### src/common/standby_pkg.sv
/*
 Shared constants for the standby wake controller: register map, reset
 values, wait counts and status mode codes.
 Assumes one 200 MHz clock and a byte-addressed plain register port.
*/
`default_nettype none
package standby_pkg;
   localparam int unsigned CLK_MHZ = 200;
   localparam int unsigned CNT_W = 16;
   localparam int unsigned ADDR_W = 4;
   localparam int unsigned DATA_W = 32;
   // Register byte offsets
   localparam logic [3:0] OFS_SETTLE = 4'h0;
   localparam logic [3:0] OFS_STATUS = 4'h4;
   // Settle select field
   localparam int unsigned SEL_W = 3;
   localparam int unsigned SEL_LSB = 0;
   localparam logic [2:0] SEL_RST = 3'h4;
   localparam logic [2:0] SEL_MAX = 3'h4;
   // Status fields
   localparam int unsigned STAT_MODE_LSB = 0;
   localparam int unsigned STAT_SVC_BIT = 2;
   localparam int unsigned STAT_RSTP_BIT = 3;
   // Light-sleep wake waits and deep-sleep settle base, in clocks
   localparam logic [15:0] HALT_SVC_WAIT = 16'h0008;
   localparam logic [15:0] HALT_NEXT_WAIT = 16'h0002;
   localparam logic [15:0] SETTLE_BASE_DEF = 16'h0800;
   // Mode codes shown in the status register
   localparam logic [1:0] MODE_RUN = 2'h0;
   localparam logic [1:0] MODE_HALT = 2'h1;
   localparam logic [1:0] MODE_STOP = 2'h2;
   localparam logic [1:0] MODE_WAIT = 2'h3;
   typedef enum logic [2:0] {ST_RUN, ST_HALT, ST_STOP, ST_WAIT} state_t;
endpackage
`default_nettype wire

### src/common/standby_link_if.sv
/*
 Internal carrier between the wake evaluator, the wait counter and the
 sequencer. Purely combinational grouping, no logic.
*/
`default_nettype none
interface standby_link_if #(parameter int unsigned CNT_W = 16);
   logic wake;
   logic service;
   logic load;
   logic [CNT_W-1:0] load_val;
   logic done;
   modport eval (output wake, output service);
   modport timer (input load, input load_val, output done);
   modport ctl (input wake, input service, input done, output load, output load_val);
endinterface
`default_nettype wire

### src/wake_eval.sv
/*
 Combinational wake and acknowledge decision over all request sources.
 Assumes request, mask and priority vectors are synchronous to the clock.
*/
`default_nettype none
module wake_eval #(
   parameter int unsigned N_IRQ = 8
) (
   input wire logic [N_IRQ-1:0] irq_flag_i,
   input wire logic [N_IRQ-1:0] interrupt_mask_flag_i,
   input wire logic [N_IRQ-1:0] interrupt_priority_flag_i,
   input wire logic global_interrupt_enable_i,
   input wire logic in_service_priority_flag_i,
   standby_link_if.eval lnk
);
   logic [N_IRQ-1:0] unmasked;
   logic hi_req;
   logic lo_req;
   always_comb begin
      unmasked = irq_flag_i & ~interrupt_mask_flag_i;
      hi_req = |(unmasked & ~interrupt_priority_flag_i);
      lo_req = |(unmasked & interrupt_priority_flag_i);
      // Masked requests never wake; evaluated same cycle so entry can be refused
      lnk.wake = |unmasked;
      lnk.service = (hi_req & global_interrupt_enable_i)
         | (lo_req & global_interrupt_enable_i & in_service_priority_flag_i);
   end
endmodule
`default_nettype wire

### src/settle_timer.sv
/*
 Down counter for every standby wait. A load restarts it; done is high in
 the last counted cycle. Assumes load values of at least one.
*/
`default_nettype none
module settle_timer #(
   parameter int unsigned CNT_W = 16
) (
   input wire logic ref_clk_i,
   input wire logic sys_rst_i,
   standby_link_if.timer lnk
);
   logic [CNT_W-1:0] cnt_q;
   logic [CNT_W-1:0] cnt_d;
   always_comb begin
      cnt_d = cnt_q;
      if (lnk.load) begin
         cnt_d = lnk.load_val;
      end else if (cnt_q != '0) begin
         cnt_d = cnt_q - 1'b1;
      end
   end
   always_ff @(posedge ref_clk_i) begin
      if (sys_rst_i) begin
         cnt_q <= '0;
      end else begin
         cnt_q <= cnt_d;
      end
   end
   assign lnk.done = (cnt_q == {{(CNT_W-1){1'b0}}, 1'b1}) && !lnk.load;
endmodule
`default_nettype wire

### src/standby_wake_control.sv
/*
 Standby sequencer: light-sleep and deep-sleep entry, wake, waits, reset
 release, clock gating, peripheral run enables and port latch retention.
 Assumes halt and stop instruction strobes are one-cycle pulses from the
 CPU, and that the external reset input is already synchronous.
*/
// Added by the designer: the register offsets and the address-and-strobe port.
// Function
// - Unmasked request ends light-sleep; service if acknowledged, else next instruction.
// - Light-sleep wake to service waits 8 or 9 clocks.
// - Light-sleep wake without service waits 2 or 3 clocks.
// - External reset in light-sleep ends it with a normal reset.
// - High-priority unmasked request serviced only with global enable; masked keeps sleep.
// - Low-priority request serviced only with global enable and in-service flag.
// - Deep-sleep entered by instruction from either clock source.
// - Pending unmasked request at deep-sleep entry drops to settle wait then resumes.
// - Port output latches hold their value through deep-sleep.
// - Secondary timer runs in deep-sleep only on running timer output clock.
// - Async serial ports run in deep-sleep only on running timer output clock.
// - Clocked serial port runs in deep-sleep only on external serial clock.
// - Deep-sleep interrupt wake waits settle time, then services or continues.
// - External reset in deep-sleep resets after the settle time.
`default_nettype none
module standby_wake_control #(
   parameter int unsigned N_IRQ = 8,
   parameter int unsigned PORT_W = 8,
   parameter logic [15:0] SETTLE_BASE_CYC = standby_pkg::SETTLE_BASE_DEF
) (
   input wire logic ref_clk_i,
   input wire logic sys_rst_i,
   input wire logic [standby_pkg::ADDR_W-1:0] reg_addr_i,
   input wire logic [standby_pkg::DATA_W-1:0] reg_wdata_i,
   input wire logic reg_wr_i,
   input wire logic reg_rd_i,
   output logic [standby_pkg::DATA_W-1:0] reg_rdata_o,
   input wire logic halt_cmd_i,
   input wire logic stop_cmd_i,
   input wire logic ext_reset_i,
   input wire logic [N_IRQ-1:0] irq_flag_i,
   input wire logic [N_IRQ-1:0] interrupt_mask_flag_i,
   input wire logic [N_IRQ-1:0] interrupt_priority_flag_i,
   input wire logic global_interrupt_enable_i,
   input wire logic in_service_priority_flag_i,
   input wire logic timer50_run_i,
   input wire logic timer_h_sel_tm_i,
   input wire logic uart_a_sel_tm_i,
   input wire logic uart_b_sel_tm_i,
   input wire logic csi_sel_ext_i,
   input wire logic port_we_i,
   input wire logic [PORT_W-1:0] port_wdata_i,
   output logic [PORT_W-1:0] port_latch_o,
   output logic cpu_clk_en_o,
   output logic main_crystal_clock_en_o,
   output logic secondary_timer_en_o,
   output logic async_port_a_en_o,
   output logic async_port_b_en_o,
   output logic clocked_serial_en_o,
   output logic vector_service_o,
   output logic resume_next_o,
   output logic reset_req_o,
   output logic [1:0] mode_o
);
   localparam int unsigned CW = standby_pkg::CNT_W;

   standby_link_if #(.CNT_W(CW)) lnk ();

   wake_eval #(.N_IRQ(N_IRQ)) u_eval (
      .irq_flag_i(irq_flag_i),
      .interrupt_mask_flag_i(interrupt_mask_flag_i),
      .interrupt_priority_flag_i(interrupt_priority_flag_i),
      .global_interrupt_enable_i(global_interrupt_enable_i),
      .in_service_priority_flag_i(in_service_priority_flag_i),
      .lnk(lnk.eval)
   );

   settle_timer #(.CNT_W(CW)) u_timer (
      .ref_clk_i(ref_clk_i),
      .sys_rst_i(sys_rst_i),
      .lnk(lnk.timer)
   );

   function automatic logic [1:0] mode_code(input standby_pkg::state_t s);
      case (s)
         standby_pkg::ST_HALT: mode_code = standby_pkg::MODE_HALT;
         standby_pkg::ST_STOP: mode_code = standby_pkg::MODE_STOP;
         standby_pkg::ST_WAIT: mode_code = standby_pkg::MODE_WAIT;
         default: mode_code = standby_pkg::MODE_RUN;
      endcase
   endfunction

   // Off-window select values saturate rather than wrap to a short wait
   function automatic logic [CW-1:0] settle_cycles(input logic [2:0] sel);
      logic [2:0] s;
      s = (sel > standby_pkg::SEL_MAX) ? standby_pkg::SEL_MAX : sel;
      settle_cycles = CW'(SETTLE_BASE_CYC << s);
   endfunction

   standby_pkg::state_t state_q, state_d;
   logic svc_q, svc_d;
   logic rst_pend_q, rst_pend_d;
   logic [2:0] settle_sel_q, settle_sel_d;
   logic [PORT_W-1:0] port_q, port_d;
   logic [standby_pkg::DATA_W-1:0] rdata_q, rdata_d;
   logic vec_q, vec_d, next_q, next_d, rst_q, rst_d;
   logic cpu_q, cpu_d, xtal_q, xtal_d;
   logic h0_q, h0_d, ua_q, ua_d, ub_q, ub_d, csi_q, csi_d;
   logic [1:0] mode_q, mode_d;
   logic deep;
   logic tm_clk_ok;

   always_comb begin
      state_d = state_q;
      svc_d = svc_q;
      rst_pend_d = rst_pend_q;
      settle_sel_d = settle_sel_q;
      port_d = port_q;
      rdata_d = '0;
      vec_d = 1'b0;
      next_d = 1'b0;
      rst_d = 1'b0;
      lnk.load = 1'b0;
      lnk.load_val = '0;
      case (state_q)
         standby_pkg::ST_RUN: begin
            if (ext_reset_i) begin
               rst_d = 1'b1;
            end else if (stop_cmd_i) begin
               // Clock source plays no part in entry
               if (lnk.wake) begin
                  lnk.load = 1'b1;
                  lnk.load_val = settle_cycles(settle_sel_q);
                  svc_d = lnk.service;
                  state_d = standby_pkg::ST_WAIT;
               end else begin
                  state_d = standby_pkg::ST_STOP;
               end
            end else if (halt_cmd_i) begin
               if (lnk.wake) begin
                  lnk.load = 1'b1;
                  lnk.load_val = lnk.service ? standby_pkg::HALT_SVC_WAIT : standby_pkg::HALT_NEXT_WAIT;
                  svc_d = lnk.service;
                  state_d = standby_pkg::ST_WAIT;
               end else begin
                  state_d = standby_pkg::ST_HALT;
               end
            end
         end
         standby_pkg::ST_HALT: begin
            if (ext_reset_i) begin
               rst_d = 1'b1;
               state_d = standby_pkg::ST_RUN;
            end else if (lnk.wake) begin
               lnk.load = 1'b1;
               lnk.load_val = lnk.service ? standby_pkg::HALT_SVC_WAIT
                  : standby_pkg::HALT_NEXT_WAIT;
               svc_d = lnk.service;
               state_d = standby_pkg::ST_WAIT;
            end
         end
         standby_pkg::ST_STOP: begin
            if (ext_reset_i || lnk.wake) begin
               lnk.load = 1'b1;
               lnk.load_val = settle_cycles(settle_sel_q);
               rst_pend_d = ext_reset_i;
               svc_d = lnk.service;
               state_d = standby_pkg::ST_WAIT;
            end
         end
         standby_pkg::ST_WAIT: begin
            // A reset arriving mid-wait wins once the wait ends
            if (ext_reset_i) begin
               rst_pend_d = 1'b1;
            end
            if (lnk.done) begin
               rst_d = rst_pend_q | ext_reset_i;
               vec_d = !(rst_pend_q | ext_reset_i) && svc_q;
               next_d = !(rst_pend_q | ext_reset_i) && !svc_q;
               rst_pend_d = 1'b0;
               state_d = standby_pkg::ST_RUN;
            end
         end
         default: state_d = standby_pkg::ST_RUN;
      endcase
      if (reg_wr_i && reg_addr_i == standby_pkg::OFS_SETTLE) begin
         settle_sel_d = reg_wdata_i[standby_pkg::SEL_LSB +: standby_pkg::SEL_W];
      end
      if (reg_rd_i) begin
         case (reg_addr_i)
            standby_pkg::OFS_SETTLE: rdata_d[standby_pkg::SEL_LSB +: standby_pkg::SEL_W] = settle_sel_q;
            standby_pkg::OFS_STATUS: begin
               rdata_d[standby_pkg::STAT_MODE_LSB +: 2] = mode_q;
               rdata_d[standby_pkg::STAT_SVC_BIT] = svc_q;
               rdata_d[standby_pkg::STAT_RSTP_BIT] = rst_pend_q;
            end
            default: rdata_d = '0;
         endcase
      end
      deep = (state_d == standby_pkg::ST_STOP);
      tm_clk_ok = timer50_run_i;
      // Writes during deep-sleep are dropped so the pins keep their level
      if (port_we_i && !deep && state_q != standby_pkg::ST_STOP) begin
         port_d = port_wdata_i;
      end
      cpu_d = (state_d == standby_pkg::ST_RUN);
      xtal_d = !deep;
      h0_d = !deep || (timer_h_sel_tm_i && tm_clk_ok);
      ua_d = !deep || (uart_a_sel_tm_i && tm_clk_ok);
      ub_d = !deep || (uart_b_sel_tm_i && tm_clk_ok);
      csi_d = !deep || csi_sel_ext_i;
      mode_d = mode_code(state_d);
   end

   always_ff @(posedge ref_clk_i) begin
      if (sys_rst_i) begin
         state_q <= standby_pkg::ST_RUN;
         svc_q <= 1'b0;
         rst_pend_q <= 1'b0;
         settle_sel_q <= standby_pkg::SEL_RST;
         port_q <= '0;
         rdata_q <= '0;
         vec_q <= 1'b0;
         next_q <= 1'b0;
         rst_q <= 1'b0;
         cpu_q <= 1'b1;
         xtal_q <= 1'b1;
         h0_q <= 1'b1;
         ua_q <= 1'b1;
         ub_q <= 1'b1;
         csi_q <= 1'b1;
         mode_q <= standby_pkg::MODE_RUN;
      end else begin
         state_q <= state_d;
         svc_q <= svc_d;
         rst_pend_q <= rst_pend_d;
         settle_sel_q <= settle_sel_d;
         port_q <= port_d;
         rdata_q <= rdata_d;
         vec_q <= vec_d;
         next_q <= next_d;
         rst_q <= rst_d;
         cpu_q <= cpu_d;
         xtal_q <= xtal_d;
         h0_q <= h0_d;
         ua_q <= ua_d;
         ub_q <= ub_d;
         csi_q <= csi_d;
         mode_q <= mode_d;
      end
   end

   assign reg_rdata_o = rdata_q;
   assign port_latch_o = port_q;
   assign cpu_clk_en_o = cpu_q;
   assign main_crystal_clock_en_o = xtal_q;
   assign secondary_timer_en_o = h0_q;
   assign async_port_a_en_o = ua_q;
   assign async_port_b_en_o = ub_q;
   assign clocked_serial_en_o = csi_q;
   assign vector_service_o = vec_q;
   assign resume_next_o = next_q;
   assign reset_req_o = rst_q;
   assign mode_o = mode_q;
endmodule
`default_nettype wire

### config.mk
export PLATFORM = sky130hd
export DESIGN_NAME = standby_wake_control
export DESIGN_NICKNAME = d
export VERILOG_FILES = /design/src/common/standby_pkg.sv /design/src/common/standby_link_if.sv /design/src/wake_eval.sv /design/src/settle_timer.sv /design/src/standby_wake_control.sv
export SDC_FILE = /design/constraint.sdc
export NUM_CORES = 1
export LEC_CHECK = 0
export BUFFER_PORTS_ARGS = -buffer_cell sky130_fd_sc_hd__buf_2
export CAP_MARGIN = 15
export CORE_AREA = 2 2 88 90
export DETAILED_ROUTE_END_ITERATION = 10
export DIE_AREA = 0 0 90 92
export PLACE_DENSITY = 0.66
export SYNTH_ARGS = -nofsm -noshare
export SYNTH_HDL_FRONTEND = slang
export SYNTH_SLANG_ARGS = --single-unit
### constraint.sdc
create_clock -name ref_clk_i -period 2.1 [get_ports ref_clk_i]
set_input_delay 0.315 -clock ref_clk_i [delete_from_list [all_inputs] [get_ports ref_clk_i]]
set_output_delay 0.315 -clock ref_clk_i [all_outputs]
set_load 0.005 [all_outputs]
==> results.txt <==
Clock insertion delay at the later pin of the skew report: 300 ps. For this design the static power due to leakage is 1.551 nW. For this run, the post-layout net count is 481. The port buffer count was 76; the final weighted congestion in routability-driven placement was 0.8266. The number of buffer and inverter stages on the critical path was 0; the total power divided by cell area was 1170 nW/µm². The flow ran to the end, and the final reports show no timing, DRC or antenna violations.

After routing the design area is 3293 µm². The tools report the worst hold margin as 192.3 ps. The worst vdd rail ir drop is 0.5242 mV, and the initial antenna violation count is 0. After detailed routing, the number of remaining DRC violations is 0.

At the worst endpoint, the arrival time is 2190 ps. In the final routed layout, each cell accounts on average for 10.58 µm. Final critical path time including I/O delays and setup: 1996 ps. The tools report the violation count after the first detailed-routing iteration as 86. The final number of max-transition violations came out at 0. The floorplan step defined a die boundary enclosing 8280 µm². The primary flip-flop cell chosen by synthesis mapping was dfxtp_1. The first global-routing pass estimated 8.818 mm of wire. In this run, synthesis produced a sequential element count of 47. For the worst setup path, the data required time is 2300 ps. Before antenna repair, the detailed router went through 4 iterations. The complex-gate fraction of the synthesized area came out at 0.1362. Total of max-cap violations: 0. Sequential element share of the synthesized area: 0.3779.

In the post-route analysis, the smallest setup slack over all paths is 104.2 ps. The tools report the critical path launch point type as a flop. The async set-reset flop share out of synthesis works out to 0. From left edge to right edge, the die measures 90 µm. The detailed router placed 2216 vias in this run. The post-detailed-placement half-perimeter wirelength was 4.366 mm. Along the worst path, the maximum fanout reaches 5. Setup repair after global routing left no endpoint under its margin.

The post-CTS setup-driven buffer insertion count came out at 0. Once detail routing completed, the nets flagged for antenna violations numbered 0. The H-tree generated during clock tree synthesis spans 2 levels.

The tools report the number of failing hold endpoints at the final stage as 0. The region available for standard cell placement spans 7447 µm². The post-synthesis xor/xnor area fraction was 0.04573; the number of sinks handled by clock tree synthesis was 47.

Timing would allow up to 501.0 MHz. The largest individual stage delay along the critical path comes from the cell or4b_4. The share of cells above drive strength 1 was 0.3526.

For the number of setup violations in the final report, the log shows 0. The row count is 32, and the post-synthesis simple-gate area fraction is 0.2487. The run gives 0.3343 as the effective utilization at floorplan. The clock passes through at most 2 buffers.

STA classifies the critical path endpoint as a flop. The routed design has 5.280 mm of wire. Walking the worst path, the cells encountered are nor4_4 > and4_4 > a21o_4 > and2_4 > or4b_4 > or2_1. The total routing usage reported by global routing came out at 0.1278.

The maximum cell stage delay along the critical path works out to 480 ps. The library cell used as clock root buffer was clkbuf_8. Kind of cell adding the most delay to the critical path: simple AND/OR/NAND/NOR gates.

For this run, the number of Yosys warnings is 0. The worst min-delay path category was input port to flop. Slack of the worst reg-to-reg path: 100 ps.

The count of mapped cells out of synthesis is 284, and the number of hold-repair buffers added at the cts stage is 0. By area, the combinational part of the netlist is dominated by simple AND/OR/NAND/NOR gates. Entering global routing, the biggest net connects 36 pins. Post-synthesis to final-layout area growth: 32.26%. Timing analysis after detailed placement gives a worst setup slack of -227.8 ps.

The count of cell types in the netlist is 58. The final critical-path share of the clock period came out at 0.9504. Summed over all layers, the global routing overflow is 0. The antenna diode count was 0; the y dimension of the die was 92 µm. During I/O placement, the number of pins put on the boundary was 134.

The worst setup path is of the flop to flop kind. The mapped netlist covers 2490 µm². Placed standard-cell area: 3159 µm².

In this run, synthesis inferred 0 flip-flops with an integrated enable. A synthesized cell averages 8.767 µm². Count of cells resized by post-cts repair: 0.

The multiplexer area fraction after synthesis was 0.05678. The tools report the number of global-route vias before repair as 1996. TritonCTS built the clock tree.

After detailed routing, the number of vias per cell comes to 4.441. In this run, CTS created clock tree buffers numbering 5. Across the routed clock network, the largest skew measured is 6.261 ps. The adder-cell area share of the yosys netlist was 0.01005. Clock-pin slew was measured on the worst setup and hold paths at 90 ps.
Yosys cell counts (2+ instances only):
cell type	n	share of area
a211oi_1	3	0.0090
o2bb2ai_1	4	0.014
nor4_1	6	0.015
inv_1	16	0.024
buf_4	28	0.084
buf_2	2	0.0040
nor3_1	13	0.026
ha_1	2	0.010
a21o_1	2	0.0060
nor2_1	28	0.042
xor2_1	4	0.014
mux2i_1	13	0.052
a2bb2oi_1	2	0.0070
dfxtp_1	47	0.38
nand3_1	2	0.0040
nand3b_1	2	0.0060
a21oi_1	9	0.018
a211o_1	2	0.0070
or3_1	2	0.0050
o21ai_0	2	0.0040
clkbuf_1	7	0.011
or2_2	2	0.0050
nand2_1	13	0.020
a21o_2	3	0.011
nand2b_1	22	0.055
o22a_1	2	0.0070
nor4_2	2	0.010
nor2b_1	6	0.015
xnor2_1	9	0.032
final cells by class:
cell class / instances / area [µm²]
inverter: 16 / 60.06
sequential: 47 / 940.9
clock buffer: 5 / 68.82
timing repair buffer: 114 / 665.6
tap: 102 / 127.6
clock inverter: 3 / 47.55
fill: 756 / 4154
multi-input combinational: 212 / 1383
power by group:
part,switching (mW),internal (mW)
Sequential,0.183,1.07
Clock,0.316,0.361
Combinational,0.893,1.03
Total,1.39,2.46
placed cells by master (no fill, tap or decap), drive strengths merged, types with 2 or more instances in the layout:
cell type / synthesis / routed
a2bb2oi: 2 / 2
nor4: 9 / 9
nor2: 28 / 28
nor2b: 6 / 6
o21ai: 3 / 3
a21o: 6 / 6
xnor2: 9 / 9
a21oi: 9 / 9
ha: 2 / 2
a211oi: 3 / 3
nand3b: 2 / 2
o2bb2ai: 4 / 4
inv: 16 / 17
nand2: 13 / 13
buf: 30 / 114
clkbuf: 7 / 5
conb: 1 / 29
xor2: 4 / 4
or2: 3 / 3
a211o: 2 / 2
nor3: 13 / 13
mux2i: 13 / 13
nand2b: 22 / 22
or3: 2 / 2
and4: 3 / 3
dfxtp: 47 / 47
and2: 2 / 2
o22a: 2 / 2
nand3: 2 / 2
sequential cells by signal, indices dropped and copies added (netlist names), 2 cells and up:
| name | cells |
|---|---|
| mode_o | 2 |
| port_latch_o | 8 |
| reg_rdata_o | 4 |
| settle_sel_q | 3 |
| state_q | 3 |
| u_timer.cnt_q | 16 |
through the flow:
| step | util | TNS, ps | cells | power [mW] |
|---|---|---|---|---|
| detailed placement | 0.4242 | -1767 | 491 | 3.181 |
| finish | 0.4422 | 0 | 499 | 3.854 |
| floorplan | - | 0 | 312 | 2.530 |
| CTS | 0.4399 | 0 | 499 | 3.871 |
| global route | 0.4422 | 0 | 499 | 4.159 |
| global placement | 0.4242 | -1199 | 491 | 3.144 |
path summary, 6_finish.rpt:
kind | startpoint | end | cells after the start
setup reg to reg | u_timer.cnt_q[11] | clocked_serial_en_o | 6
setup / recovery | u_timer.cnt_q[11] | clocked_serial_en_o | 6
hold / removal | csi_sel_ext_i | clocked_serial_en_o | 2
hold reg to reg | svc_q | resume_next_o | 1
routing by layer:
layer	up-vias	wire length (µm)	track usage
met3	6	384	0.03122
li1	1142	-	-
met4	0	82	0.04744
met5	-	0	0
met1	982	2388	0.1620
met2	86	2424	0.2112
kinds of logic after synthesis:
| family | count (synthesis) |
|---|---|
| DFF | 47 |
| other | 1 |
| xor gates and xnor gates | 13 |
| buffers and inverters | 53 |
| muxes | 14 |
| adders and majority gates | 2 |
| and+or+nand+nor | 110 |
| AOI/OAI and AO/OA | 44 |
No activity file was read; power rests on OpenSTA's default activity.
